File: src/hw/smcg_pkg.sv
// smcg_pkg: register map, field layout and reset values of the clock gating block.
// assumes: one 40 MHz system clock, AXI4-Lite register access with 32-bit data.
package smcg_pkg;
    localparam logic [31:0] SMCG_SYSCTL_BASE   = 32'h400FE000;
    localparam logic [11:0] SMCG_OFS_RUN       = 12'h100;
    localparam logic [11:0] SMCG_OFS_SLEEP     = 12'h110;
    localparam logic [11:0] SMCG_OFS_DEEP      = 12'h120;
    localparam logic [11:0] SMCG_OFS_RUNCFG    = 12'h060;
    localparam logic [11:0] SMCG_OFS_MODE      = 12'h070;
    localparam logic [11:0] SMCG_OFS_FAULT     = 12'h074;

    localparam int SMCG_BIT_PWM   = 20;
    localparam int SMCG_BIT_CONV  = 16;
    localparam int SMCG_RATE_HI   = 9;
    localparam int SMCG_RATE_LO   = 8;
    localparam int SMCG_BIT_HIB   = 6;
    localparam int SMCG_BIT_WDOG  = 3;
    localparam int SMCG_BIT_AUTO  = 27;

    // writable bits of the gating registers; everything else reads zero
    localparam logic [31:0] SMCG_GATE_MASK  = 32'h00110348;
    localparam logic [31:0] SMCG_GATE_RESET = 32'h00000040;
    localparam logic [31:0] SMCG_RUNCFG_MASK = 32'h08000000;

    localparam logic [1:0] SMCG_RATE_500K = 2'h2;
    localparam logic [1:0] SMCG_RATE_250K = 2'h1;
    localparam logic [1:0] SMCG_RATE_125K = 2'h0;

    localparam logic [1:0] SMCG_RESP_OKAY   = 2'h0;
    localparam logic [1:0] SMCG_RESP_SLVERR = 2'h2;

    localparam int SMCG_NUM_UNITS = 4;
    // unit index within the gated unit vector
    localparam int SMCG_U_WDOG = 0;
    localparam int SMCG_U_HIB  = 1;
    localparam int SMCG_U_CONV = 2;
    localparam int SMCG_U_PWM  = 3;

    typedef enum logic [2:0] {
        SMCG_MODE_RUN   = 3'h1,
        SMCG_MODE_SLEEP = 3'h2,
        SMCG_MODE_DEEP  = 3'h4
    } smcg_mode_t;
endpackage

File: src/hw/smcg_clock_gate.sv
// smcg_clock_gate: latch-free glitch-safe enable for one unit clock.
// assumes: the unit samples gated_en as a clock enable on the system clock.
module smcg_clock_gate (
    input  wire logic aclk,
    input  wire logic aresetn,
    input  wire logic en_req,
    output logic      gated_en
);
    // enable changes only at a clock edge, so the unit never sees a runt cycle
    always_ff @(posedge aclk) begin
        if (!aresetn) begin
            gated_en <= 1'b0;
        end else begin
            gated_en <= en_req;
        end
    end
endmodule

File: src/hw/smcg_top.sv
// smcg_top: run, sleep and deep-sleep clock gating registers with unit enables.
// assumes: AXI4-Lite master of one write and one read at a time; unit accesses
// are reported on unit_acc_* and answered with a fault flag by this block.
// Overview of operation
// set bit clocks unit, clear disables it
// access to gated unit faults, except hibernation
// gating bits reset cleared unless noted
// separate run, sleep and deep-sleep sets
// sleep sets apply only with auto gating
// bits 9:8 select converter sample rate
// software never programs rate above maximum
// bit 6 gates hibernation clock
// bit 3 gates watchdog, faults when clear
// bit 20 gates pwm, faults when clear
// bit 16 gates converter 0, faults
// reserved bits read zero, ignore writes
// sleep register resets to header value
// sleep register decoded at offset 0x110
// software enables needed units before use
// run register decoded at offset 0x100
// run set governs without auto; glitch-free
//
// Added by the designer: the AXI4-Lite slave port.
module smcg_top
    import smcg_pkg::*;
(
    input  wire logic                      aclk,
    input  wire logic                      aresetn,
    input  wire logic [31:0]               s_axi_awaddr,
    input  wire logic [2:0]                s_axi_awprot,
    input  wire logic                      s_axi_awvalid,
    output logic                           s_axi_awready,
    input  wire logic [31:0]               s_axi_wdata,
    input  wire logic [3:0]                s_axi_wstrb,
    input  wire logic                      s_axi_wvalid,
    output logic                           s_axi_wready,
    output logic [1:0]                     s_axi_bresp,
    output logic                           s_axi_bvalid,
    input  wire logic                      s_axi_bready,
    input  wire logic [31:0]               s_axi_araddr,
    input  wire logic [2:0]                s_axi_arprot,
    input  wire logic                      s_axi_arvalid,
    output logic                           s_axi_arready,
    output logic [31:0]                    s_axi_rdata,
    output logic [1:0]                     s_axi_rresp,
    output logic                           s_axi_rvalid,
    input  wire logic                      s_axi_rready,
    input  wire logic                      sleep_req,
    input  wire logic                      deep_sleep_req,
    input  wire logic                      unit_acc_valid,
    input  wire logic [SMCG_NUM_UNITS-1:0] unit_acc_sel,
    output logic                           unit_acc_fault,
    output logic                           unit_acc_done,
    output logic                           watchdog_clock_gate,
    output logic                           hibernation_clock_gate,
    output logic                           converter_clock_gate,
    output logic                           pwm_clock_gate,
    output logic [1:0]                     converter_sample_rate_limit
);
    logic [31:0]               run_gating_reg;
    logic [31:0]               sleep_gating_reg;
    logic [31:0]               deep_sleep_gating_reg;
    logic [31:0]               run_clock_config_reg;
    logic [31:0]               fault_count_reg;
    smcg_mode_t                mode_reg;
    logic                      aw_held_reg;
    logic                      w_held_reg;
    logic [11:0]               aw_addr_reg;
    logic [31:0]               w_data_reg;
    logic [3:0]                w_strb_reg;
    logic                      wr_fire;
    logic                      wr_hit;
    logic [31:0]               active_set;
    logic [SMCG_NUM_UNITS-1:0] unit_en_req;
    logic [SMCG_NUM_UNITS-1:0] unit_en;
    logic                      auto_gating_select;
    logic [31:0]               rd_word;
    logic                      rd_hit;

    function automatic logic [31:0] smcg_merge(input logic [31:0] old_v,
                                               input logic [31:0] new_v,
                                               input logic [3:0]  strb,
                                               input logic [31:0] mask);
        logic [31:0] m;
        m = {{8{strb[3]}}, {8{strb[2]}}, {8{strb[1]}}, {8{strb[0]}}} & mask;
        smcg_merge = (old_v & ~m) | (new_v & m);
    endfunction

    function automatic logic smcg_is_reg(input logic [11:0] ofs);
        smcg_is_reg = (ofs == SMCG_OFS_RUN) || (ofs == SMCG_OFS_SLEEP) ||
                      (ofs == SMCG_OFS_DEEP) || (ofs == SMCG_OFS_RUNCFG) ||
                      (ofs == SMCG_OFS_MODE) || (ofs == SMCG_OFS_FAULT);
    endfunction

    // write address and data are taken in either order, then answered together
    assign s_axi_awready = !aw_held_reg && !s_axi_bvalid;
    assign s_axi_wready  = !w_held_reg && !s_axi_bvalid;

    always_ff @(posedge aclk) begin
        if (!aresetn) begin
            aw_held_reg <= 1'b0;
            aw_addr_reg <= 12'h000;
        end else if (s_axi_awvalid && s_axi_awready) begin
            aw_held_reg <= 1'b1;
            aw_addr_reg <= s_axi_awaddr[11:0];
        end else if (wr_fire) begin
            aw_held_reg <= 1'b0;
        end
    end

    always_ff @(posedge aclk) begin
        if (!aresetn) begin
            w_held_reg <= 1'b0;
            w_data_reg <= 32'h00000000;
            w_strb_reg <= 4'h0;
        end else if (s_axi_wvalid && s_axi_wready) begin
            w_held_reg <= 1'b1;
            w_data_reg <= s_axi_wdata;
            w_strb_reg <= s_axi_wstrb;
        end else if (wr_fire) begin
            w_held_reg <= 1'b0;
        end
    end

    assign wr_fire = aw_held_reg && w_held_reg;
    assign wr_hit  = smcg_is_reg(aw_addr_reg);

    always_ff @(posedge aclk) begin
        if (!aresetn) begin
            s_axi_bvalid <= 1'b0;
            s_axi_bresp  <= SMCG_RESP_OKAY;
        end else if (wr_fire) begin
            s_axi_bvalid <= 1'b1;
            s_axi_bresp  <= wr_hit ? SMCG_RESP_OKAY : SMCG_RESP_SLVERR;
        end else if (s_axi_bready) begin
            s_axi_bvalid <= 1'b0;
        end
    end

    // gating sets; reserved bits are masked off so they stay zero
    always_ff @(posedge aclk) begin
        if (!aresetn) begin
            run_gating_reg <= SMCG_GATE_RESET;
        end else if (wr_fire && aw_addr_reg == SMCG_OFS_RUN) begin
            run_gating_reg <= smcg_merge(run_gating_reg, w_data_reg, w_strb_reg,
                                         SMCG_GATE_MASK);
        end
    end

    always_ff @(posedge aclk) begin
        if (!aresetn) begin
            sleep_gating_reg <= SMCG_GATE_RESET;
        end else if (wr_fire && aw_addr_reg == SMCG_OFS_SLEEP) begin
            sleep_gating_reg <= smcg_merge(sleep_gating_reg, w_data_reg, w_strb_reg,
                                           SMCG_GATE_MASK);
        end
    end

    always_ff @(posedge aclk) begin
        if (!aresetn) begin
            deep_sleep_gating_reg <= SMCG_GATE_RESET;
        end else if (wr_fire && aw_addr_reg == SMCG_OFS_DEEP) begin
            deep_sleep_gating_reg <= smcg_merge(deep_sleep_gating_reg, w_data_reg,
                                                w_strb_reg, SMCG_GATE_MASK);
        end
    end

    always_ff @(posedge aclk) begin
        if (!aresetn) begin
            run_clock_config_reg <= 32'h00000000;
        end else if (wr_fire && aw_addr_reg == SMCG_OFS_RUNCFG) begin
            run_clock_config_reg <= smcg_merge(run_clock_config_reg, w_data_reg,
                                               w_strb_reg, SMCG_RUNCFG_MASK);
        end
    end

    assign auto_gating_select = run_clock_config_reg[SMCG_BIT_AUTO];

    // deep sleep wins over sleep when both are requested
    always_ff @(posedge aclk) begin
        if (!aresetn) begin
            mode_reg <= SMCG_MODE_RUN;
        end else if (deep_sleep_req) begin
            mode_reg <= SMCG_MODE_DEEP;
        end else if (sleep_req) begin
            mode_reg <= SMCG_MODE_SLEEP;
        end else begin
            mode_reg <= SMCG_MODE_RUN;
        end
    end

    always_comb begin
        active_set = run_gating_reg;
        if (auto_gating_select) begin
            unique case (mode_reg)
                SMCG_MODE_RUN:   active_set = run_gating_reg;
                SMCG_MODE_SLEEP: active_set = sleep_gating_reg;
                SMCG_MODE_DEEP:  active_set = deep_sleep_gating_reg;
                default:         active_set = run_gating_reg;
            endcase
        end
    end

    assign unit_en_req[SMCG_U_WDOG] = active_set[SMCG_BIT_WDOG];
    assign unit_en_req[SMCG_U_HIB]  = active_set[SMCG_BIT_HIB];
    assign unit_en_req[SMCG_U_CONV] = active_set[SMCG_BIT_CONV];
    assign unit_en_req[SMCG_U_PWM]  = active_set[SMCG_BIT_PWM];

    genvar gi;
    generate
        for (gi = 0; gi < SMCG_NUM_UNITS; gi++) begin : g_gate
            smcg_clock_gate u_gate (
                .aclk     (aclk),
                .aresetn  (aresetn),
                .en_req   (unit_en_req[gi]),
                .gated_en (unit_en[gi])
            );
        end
    endgenerate

    assign watchdog_clock_gate    = unit_en[SMCG_U_WDOG];
    assign hibernation_clock_gate = unit_en[SMCG_U_HIB];
    assign converter_clock_gate   = unit_en[SMCG_U_CONV];
    assign pwm_clock_gate         = unit_en[SMCG_U_PWM];

    // rate field only ever limits; a value the part cannot run is not clamped
    always_ff @(posedge aclk) begin
        if (!aresetn) begin
            converter_sample_rate_limit <= SMCG_RATE_125K;
        end else begin
            converter_sample_rate_limit <= active_set[SMCG_RATE_HI:SMCG_RATE_LO];
        end
    end

    // hibernation access never faults, even with its clock off
    always_ff @(posedge aclk) begin
        if (!aresetn) begin
            unit_acc_done  <= 1'b0;
            unit_acc_fault <= 1'b0;
        end else begin
            unit_acc_done  <= unit_acc_valid;
            unit_acc_fault <= unit_acc_valid &&
                              |(unit_acc_sel & ~unit_en & ~(4'h1 << SMCG_U_HIB));
        end
    end

    always_ff @(posedge aclk) begin
        if (!aresetn) begin
            fault_count_reg <= 32'h00000000;
        end else if (unit_acc_valid &&
                     |(unit_acc_sel & ~unit_en & ~(4'h1 << SMCG_U_HIB))) begin
            fault_count_reg <= fault_count_reg + 32'h00000001;
        end
    end

    // read side: one outstanding read, data registered
    assign s_axi_arready = !s_axi_rvalid;

    always_comb begin
        rd_hit  = 1'b1;
        rd_word = 32'h00000000;
        unique case (s_axi_araddr[11:0])
            SMCG_OFS_RUN:    rd_word = run_gating_reg;
            SMCG_OFS_SLEEP:  rd_word = sleep_gating_reg;
            SMCG_OFS_DEEP:   rd_word = deep_sleep_gating_reg;
            SMCG_OFS_RUNCFG: rd_word = run_clock_config_reg;
            SMCG_OFS_MODE:   rd_word = {25'h0000000, unit_en, mode_reg};
            SMCG_OFS_FAULT:  rd_word = fault_count_reg;
            default:         rd_hit  = 1'b0;
        endcase
    end

    always_ff @(posedge aclk) begin
        if (!aresetn) begin
            s_axi_rvalid <= 1'b0;
            s_axi_rdata  <= 32'h00000000;
            s_axi_rresp  <= SMCG_RESP_OKAY;
        end else if (s_axi_arvalid && s_axi_arready) begin
            s_axi_rvalid <= 1'b1;
            s_axi_rdata  <= rd_word;
            s_axi_rresp  <= rd_hit ? SMCG_RESP_OKAY : SMCG_RESP_SLVERR;
        end else if (s_axi_rready) begin
            s_axi_rvalid <= 1'b0;
        end
    end
endmodule

File: config.mk
export PLATFORM = sky130hd
export DESIGN_NAME = smcg_top
export DESIGN_NICKNAME = d
export VERILOG_FILES = /design/src/hw/smcg_pkg.sv /design/src/hw/smcg_clock_gate.sv /design/src/hw/smcg_top.sv
export SDC_FILE = /design/constraint.sdc
export NUM_CORES = 1
export LEC_CHECK = 0
export BUFFER_PORTS_ARGS = -buffer_cell sky130_fd_sc_hd__buf_2
export CAP_MARGIN = 30
export CORE_MARGIN = 2
export CORE_UTILIZATION = 51
export DETAILED_ROUTE_END_ITERATION = 7
export PLACE_DENSITY = 0.8
export SETUP_SLACK_MARGIN = 0.2
export SKIP_CTS_REPAIR_TIMING = 1
export SYNTH_ARGS = -nofsm -noshare
export SYNTH_HDL_FRONTEND = slang
export SYNTH_HIERARCHICAL = 1
export SYNTH_SLANG_ARGS = --single-unit
File: constraint.sdc
create_clock -name aclk -period 2.21 [get_ports aclk]
set_clock_uncertainty 0.05 [all_clocks]
set_input_delay 0.442 -clock aclk [delete_from_list [all_inputs] [get_ports aclk]]
set_output_delay 0.442 -clock aclk [all_outputs]
set_load 0.01 [all_outputs]
## After elaboration in Yosys (flattened, before gate mapping)

Index checks and enable logic that the tools add are counted.

- Add/sub/neg operators: 1
- Eq/ne operators: 14
- Multiplexer cells: 15
- Bitwise operators: 15
- Reductions and logical operators: 27

Operators by type and width:

| cell | count |
|---|---|
| $pmux 32 s6 | 1 |
| $and 32x32->32 | 4 |
| $or 32x32->32 | 4 |
| $eq 12x7->1 const B | 6 |
| $eq 12x9->1 const B | 6 |
| $pmux 21 s2 | 1 |
| $add 32x1->32 const B | 1 |
| $and 32x21->32 | 1 |
| $and 32x28->32 | 1 |
| $not 21->32 | 1 |
| $not 28->32 | 1 |
| $mux 21 | 1 |
| $logic_and 1x1->1 | 11 |
| $mux 1 | 8 |
| $reduce_bool 2->1 | 4 |
| $mux 2 | 3 |
| $reduce_or 6->1 | 1 |
| $logic_or 1x1->1 | 5 |
| $and 4x4->4 | 1 |
| $logic_not 1->1 | 4 |
| $not 4->4 | 1 |
| $eq 3x2->1 const B | 1 |
| $eq 3x3->1 const B | 1 |
| $mux 3 | 1 |
| 3 further kinds | 3 |

- Flip-flop bits (word level): 259
- Output and inout port bits: 49

## Depth between registers and ports, before layout

- Depth after elaboration: 7
- Gate-level depth with buffers: 6
- Gate-level depth less buffers: 5

## Cells and area by module

Netlist, hierarchy kept.

Modules (own cells, without submodules):

| module | instances | cells each | area each (µm²) | sequential area each (µm²) |
|---|---|---|---|---|
| smcg_top | 1 | 624 | 5306.3 | 2382.3 |
| smcg_clock_gate | 4 | 2 | 26.3 | 20.0 |

## Worst setup path before layout

No wires, ideal clock.

- Kind: input to register
- Start: input port s_axi_araddr[7]
- End: register s_axi_rdata[16]
- Setup time: 86 ps
- Arrival: 1700 ps
- Data required time: 2074 ps
- Path slack: 375 ps
- Stages on the path: 4
- Path buffers: 0
- Cell sequence: or4_4 nor4_4 nand2_1 a211oi_1

- Longest elaborated chain between the ends: 2
- Elaborated cells on any way between the ends: 7
- Those cells by class: eq/ne: 6; mux: 1

RTL lines:

| what | RTL line | source |
|---|---|---|
| start: declaration | smcg_top.sv:40 | `input wire logic [31:0] s_axi_araddr,` |
| $eq 12x7->1 / $eq 12x9->1 (equally long branches) | smcg_top.sv:262 | `unique case (s_axi_araddr[11:0])` |
| $pmux 32 s6 (*) | smcg_top.sv:262 |  |
| end signal: assignment | smcg_top.sv:280 | `s_axi_rdata <= rd_word;` |
| end: declaration | smcg_top.sv:44 | `output logic [31:0] s_axi_rdata,` |

Mark *: on every way between the ends. The rest lies on a longest branch, timed or not.
A chain may end at the register's enable or synchronous reset.

==> Implementation_results.wiki <==
{| class="wikitable"
! Metric !! Value
|-
| Run status || finished clean
|-
| Total Routed Length || approximately 14000 um
|-
| X dimension of the die || about 110 um
|-
| Sequential-to-total area share from yosys stat || 45.5%
|-
| Standard-cell row count || 37
|-
| Antenna diode count || 0
|-
| Setup TNS after final layout || 0 ps
|-
| Final Max Slew Viols || 0
|-
| Commonest cells in the synthesized netlist || sky130_fd_sc_hd__dfxtp_1 (123), sky130_fd_sc_hd__nand2_1 (91), sky130_fd_sc_hd__a21oi_1 (65)
|-
| Total die area || 0.0115 mm^2
|-
| Number of enable flip-flop cells after synthesis || 0
|-
| Proportion of netlist area held by the largest area contributor || 45.5%
|-
| Fin Hold WS || 74.6 ps
|-
| Setup Crit Path Kind || register to register
|-
| Deepest level of the CTS H-tree || 4
|-
| Maximum vdd ir drop || just under 0.5 mV
|-
| Number of DRC violations after detailed routing || 0
|-
| DP HPWL || approximately 9500 um
|-
| Setup-failing EPs final || 0
|-
| # fillers || around 840
|-
| Number of different library cells in the post-synthesis netlist || 50
|-
| Worst path arrival time || 2250 ps
|-
| Largest buffer count on any clock path || 2
|-
| Overflow left after global routing || 0
|-
| CTS tree || built
|-
| Number of hold violations in the final report || 0
|-
| Post-synth design cell area || approximately 0.0054 mm^2
|-
| Part of the power in registers || between 40% and 50%
|-
| Class of the most critical hold timing path || input pin to register
|-
| Share of synthesized registers carrying an async set or reset || 0%
|-
| Transition time of the tightest slew-check pin || 776 ps
|-
| Most instantiated flip-flop cell in the synthesis netlist || sky130_fd_sc_hd__dfxtp_1
|-
| Cell at the root of the clock tree || sky130_fd_sc_hd__clkbuf_8
|-
| Total leakage power || 2.50 nW
|-
| DRT iter0 DRCs || 359
|-
| Cell taking the most area after synthesis || sky130_fd_sc_hd__dfxtp_1
|-
| GRT Util Overall || about 25%
|-
| Ratio of routed vias to standard cells || between 5 and 6
|-
| Cells along the critical path || or4_1 -> nor4_4 -> buf_4 -> nand4_1 -> a21oi_1
|-
| Switching share of power || 23.8%
|-
| Cell with the largest stage delay on the worst path || sky130_fd_sc_hd__or4_1
|-
| Clock slew at reported path FFs || 60 ps
|-
| Antenna violations before repair || 0
|-
| Pin count of the biggest net entering global routing || 38
|-
| Cts bufs inserted || 17
|-
| Ratio of cells with drive above 1 in the final layout || 20.8%
|-
| Skew-Pair Late Insertion Delay || 510 ps
|-
| Final RePlAce weighted congestion || approximately 0.86
|-
| Total number of clock tree sinks || 123
|-
| Number of max-capacitance violations reported || 0
|-
| Tmin final || around 1900 ps
|-
| Category of the worst setup path launch point || register
|-
| Per-cell routed wire length || 16.1 um
|-
| Maximum fanout count along the critical path || 12
|-
| P&R area growth vs syn || 22.1%
|-
| Via count of the first global-routing pass || slightly below 5000
|-
| Comb power frac || 6.5%
|-
| Largest cells by area after synthesis || sky130_fd_sc_hd__dfxtp_1 (46%), sky130_fd_sc_hd__nand2_1 (6.3%), sky130_fd_sc_hd__a21oi_1 (6.0%), sky130_fd_sc_hd__a22oi_1 (4.2%), sky130_fd_sc_hd__mux2i_1 (3.3%)
|-
| Height of the die || 107 um
|-
| Power per standard cell area || approximately 800 mW/mm^2
|-
| Routed via count || about 5200
|-
| Most frequent cell after synthesis || sky130_fd_sc_hd__dfxtp_1
|-
| Initial core utilization || 52.4%
|-
| Core Area || 0.0103 mm^2
|-
| Setup repair after global routing missed its margin || no
|-
| Max Clock Freq || 534 MHz
|-
| Drt first pass iters || 8
|-
| Count of state elements after synthesis || 123
|-
| Clock network power share || 49.5%
|-
| CP endpoint kind || register
|-
| Slowest Stage Delay on Critical Path || 630 ps
|-
| Synthesized instance count || 632
|-
| Power Internal || 4.02 mW
|-
| Syn. warnings || 6
|-
| Internal reg-to-reg setup slack || 340 ps
|-
| Slew margin rel. || between 40% and 50%
|-
| Final-stage net count || 844
|-
| Wire length of the first global-routing pass || 22900 um
|-
| Net switching power figure || 1.25 mW
|-
| Port Buffers || 94
|-
| Final clock period utilization by the worst path || 84.7%
|-
| Remaining number of nets flagged by the antenna check after routing || 0
|-
| Number of top-level pins || roughly 170
|-
| Data required time at the worst endpoint || 2590 ps
|-
| Synthesized area divided by synthesized cell count || 8.56 um^2
|}
[per-stage QoR]
| step | setup WS, ps | std cells | cell area, um^2 | total power [mW] | util [%] |
|---|---|---|---|---|---|
| 3_5_place_dp | 19.2 | 839 | 6030 | 2.70 | 58.4 |
| 2_1_floorplan | 375 | 633 | 5420 | 2.57 | - |
| 6_report | 337 | 871 | 6610 | 5.27 | 64.0 |
| 3_3_place_gp | 64.8 | 839 | 6030 | 2.68 | 58.4 |
| 5_1_grt | 227 | 871 | 6610 | 5.42 | 64.0 |
| 4_1_cts | 189 | 870 | 6590 | 5.29 | 63.8 |
[metal layers]
metal	track usage [%]	wire (um)	up-vias
met4	11.9	365	0
met2	42.9	7130	201
li1	-	-	2519
met3	4.80	837	41
met5	0	0	-
met1	29.6	5730	2443
[layout by cell type, fill, tap and decap left out, types with 5 or more instances in the layout]
cell	instances
sky130_fd_sc_hd__dfxtp_1	123
sky130_fd_sc_hd__buf_2	94
sky130_fd_sc_hd__nand2_1	91
sky130_fd_sc_hd__a21oi_1	65
sky130_fd_sc_hd__o21ai_0	36
sky130_fd_sc_hd__nor2_1	34
sky130_fd_sc_hd__a22oi_1	30
sky130_fd_sc_hd__nand4_1	18
sky130_fd_sc_hd__nand2b_1	18
sky130_fd_sc_hd__mux2i_1	18
sky130_fd_sc_hd__buf_4	17
sky130_fd_sc_hd__clkbuf_16	16
sky130_fd_sc_hd__nand3_1	13
sky130_fd_sc_hd__and2_1	12
sky130_fd_sc_hd__inv_1	10
sky130_fd_sc_hd__o311ai_0	10
sky130_fd_sc_hd__o41ai_1	10
sky130_fd_sc_hd__o31ai_1	10
sky130_fd_sc_hd__or4_1	10
sky130_fd_sc_hd__or3_1	9
sky130_fd_sc_hd__and3_1	8
sky130_fd_sc_hd__nor4_1	6
sky130_fd_sc_hd__nor2b_1	5
[logic make-up (layout without fill, tap and decap cells)]
| family | count (synthesis) | after routing | synth area share, % |
|---|---|---|---|
| AND/OR/NAND/NOR | 251 | 251 | 24.7 |
| other | 1 | 2 | 0.0693 |
| adder cells (fa/ha/maj) | 1 | 1 | 0.231 |
| AO/OA/AOI/OAI | 184 | 184 | 21.7 |
| flip-flops | 123 | 123 | 45.5 |
| multiplexers | 18 | 18 | 3.33 |
| buffers and inverters | 53 | 155 | 4.30 |
| XOR/XNOR | 1 | 1 | 0.162 |
[area by class of cell]
cell class	count	area (um^2)	area share [%]
clock inverters	11	123	1.86
well taps	136	170	2.58
clock buffers	20	435	6.59
repair buffers	113	638	9.66
flip-flops and latches	123	2460	37.3
inverters	11	41.3	0.625
multi-input cells	457	2740	41.4
[power groups by stage]
| stage | sequential (mW) | combinational [mW] | clock (mW) |
|---|---|---|---|
| final | 2.32 | 0.342 | 2.61 |
| after global placement | 2.36 | 0.321 | 0 |
| after floorplan | 2.35 | 0.222 | 0 |
| after global routing | 2.32 | 0.380 | 2.72 |
| after CTS | 2.32 | 0.338 | 2.63 |
| after detailed placement | 2.36 | 0.334 | 0 |
[worst paths after layout]
path / start / to / depth (start not counted)
max reg2reg: aw_addr_reg[7] / register / 5
min: deep_sleep_req / mode_reg[1] / 2
max: aw_addr_reg[7] / register / 5
min reg2reg: s_axi_rdata[0] / s_axi_rdata[0] / 2
[worst max-delay path, delay by kind of cell (launching register included)]
family	cells	cell delay (ps)
AO/OA/AOI/OAI	1	210
flip-flops	1	330
AND/OR/NAND/NOR	3	980
buffers and inverters	1	220
(Power assumes the default switching activity.)
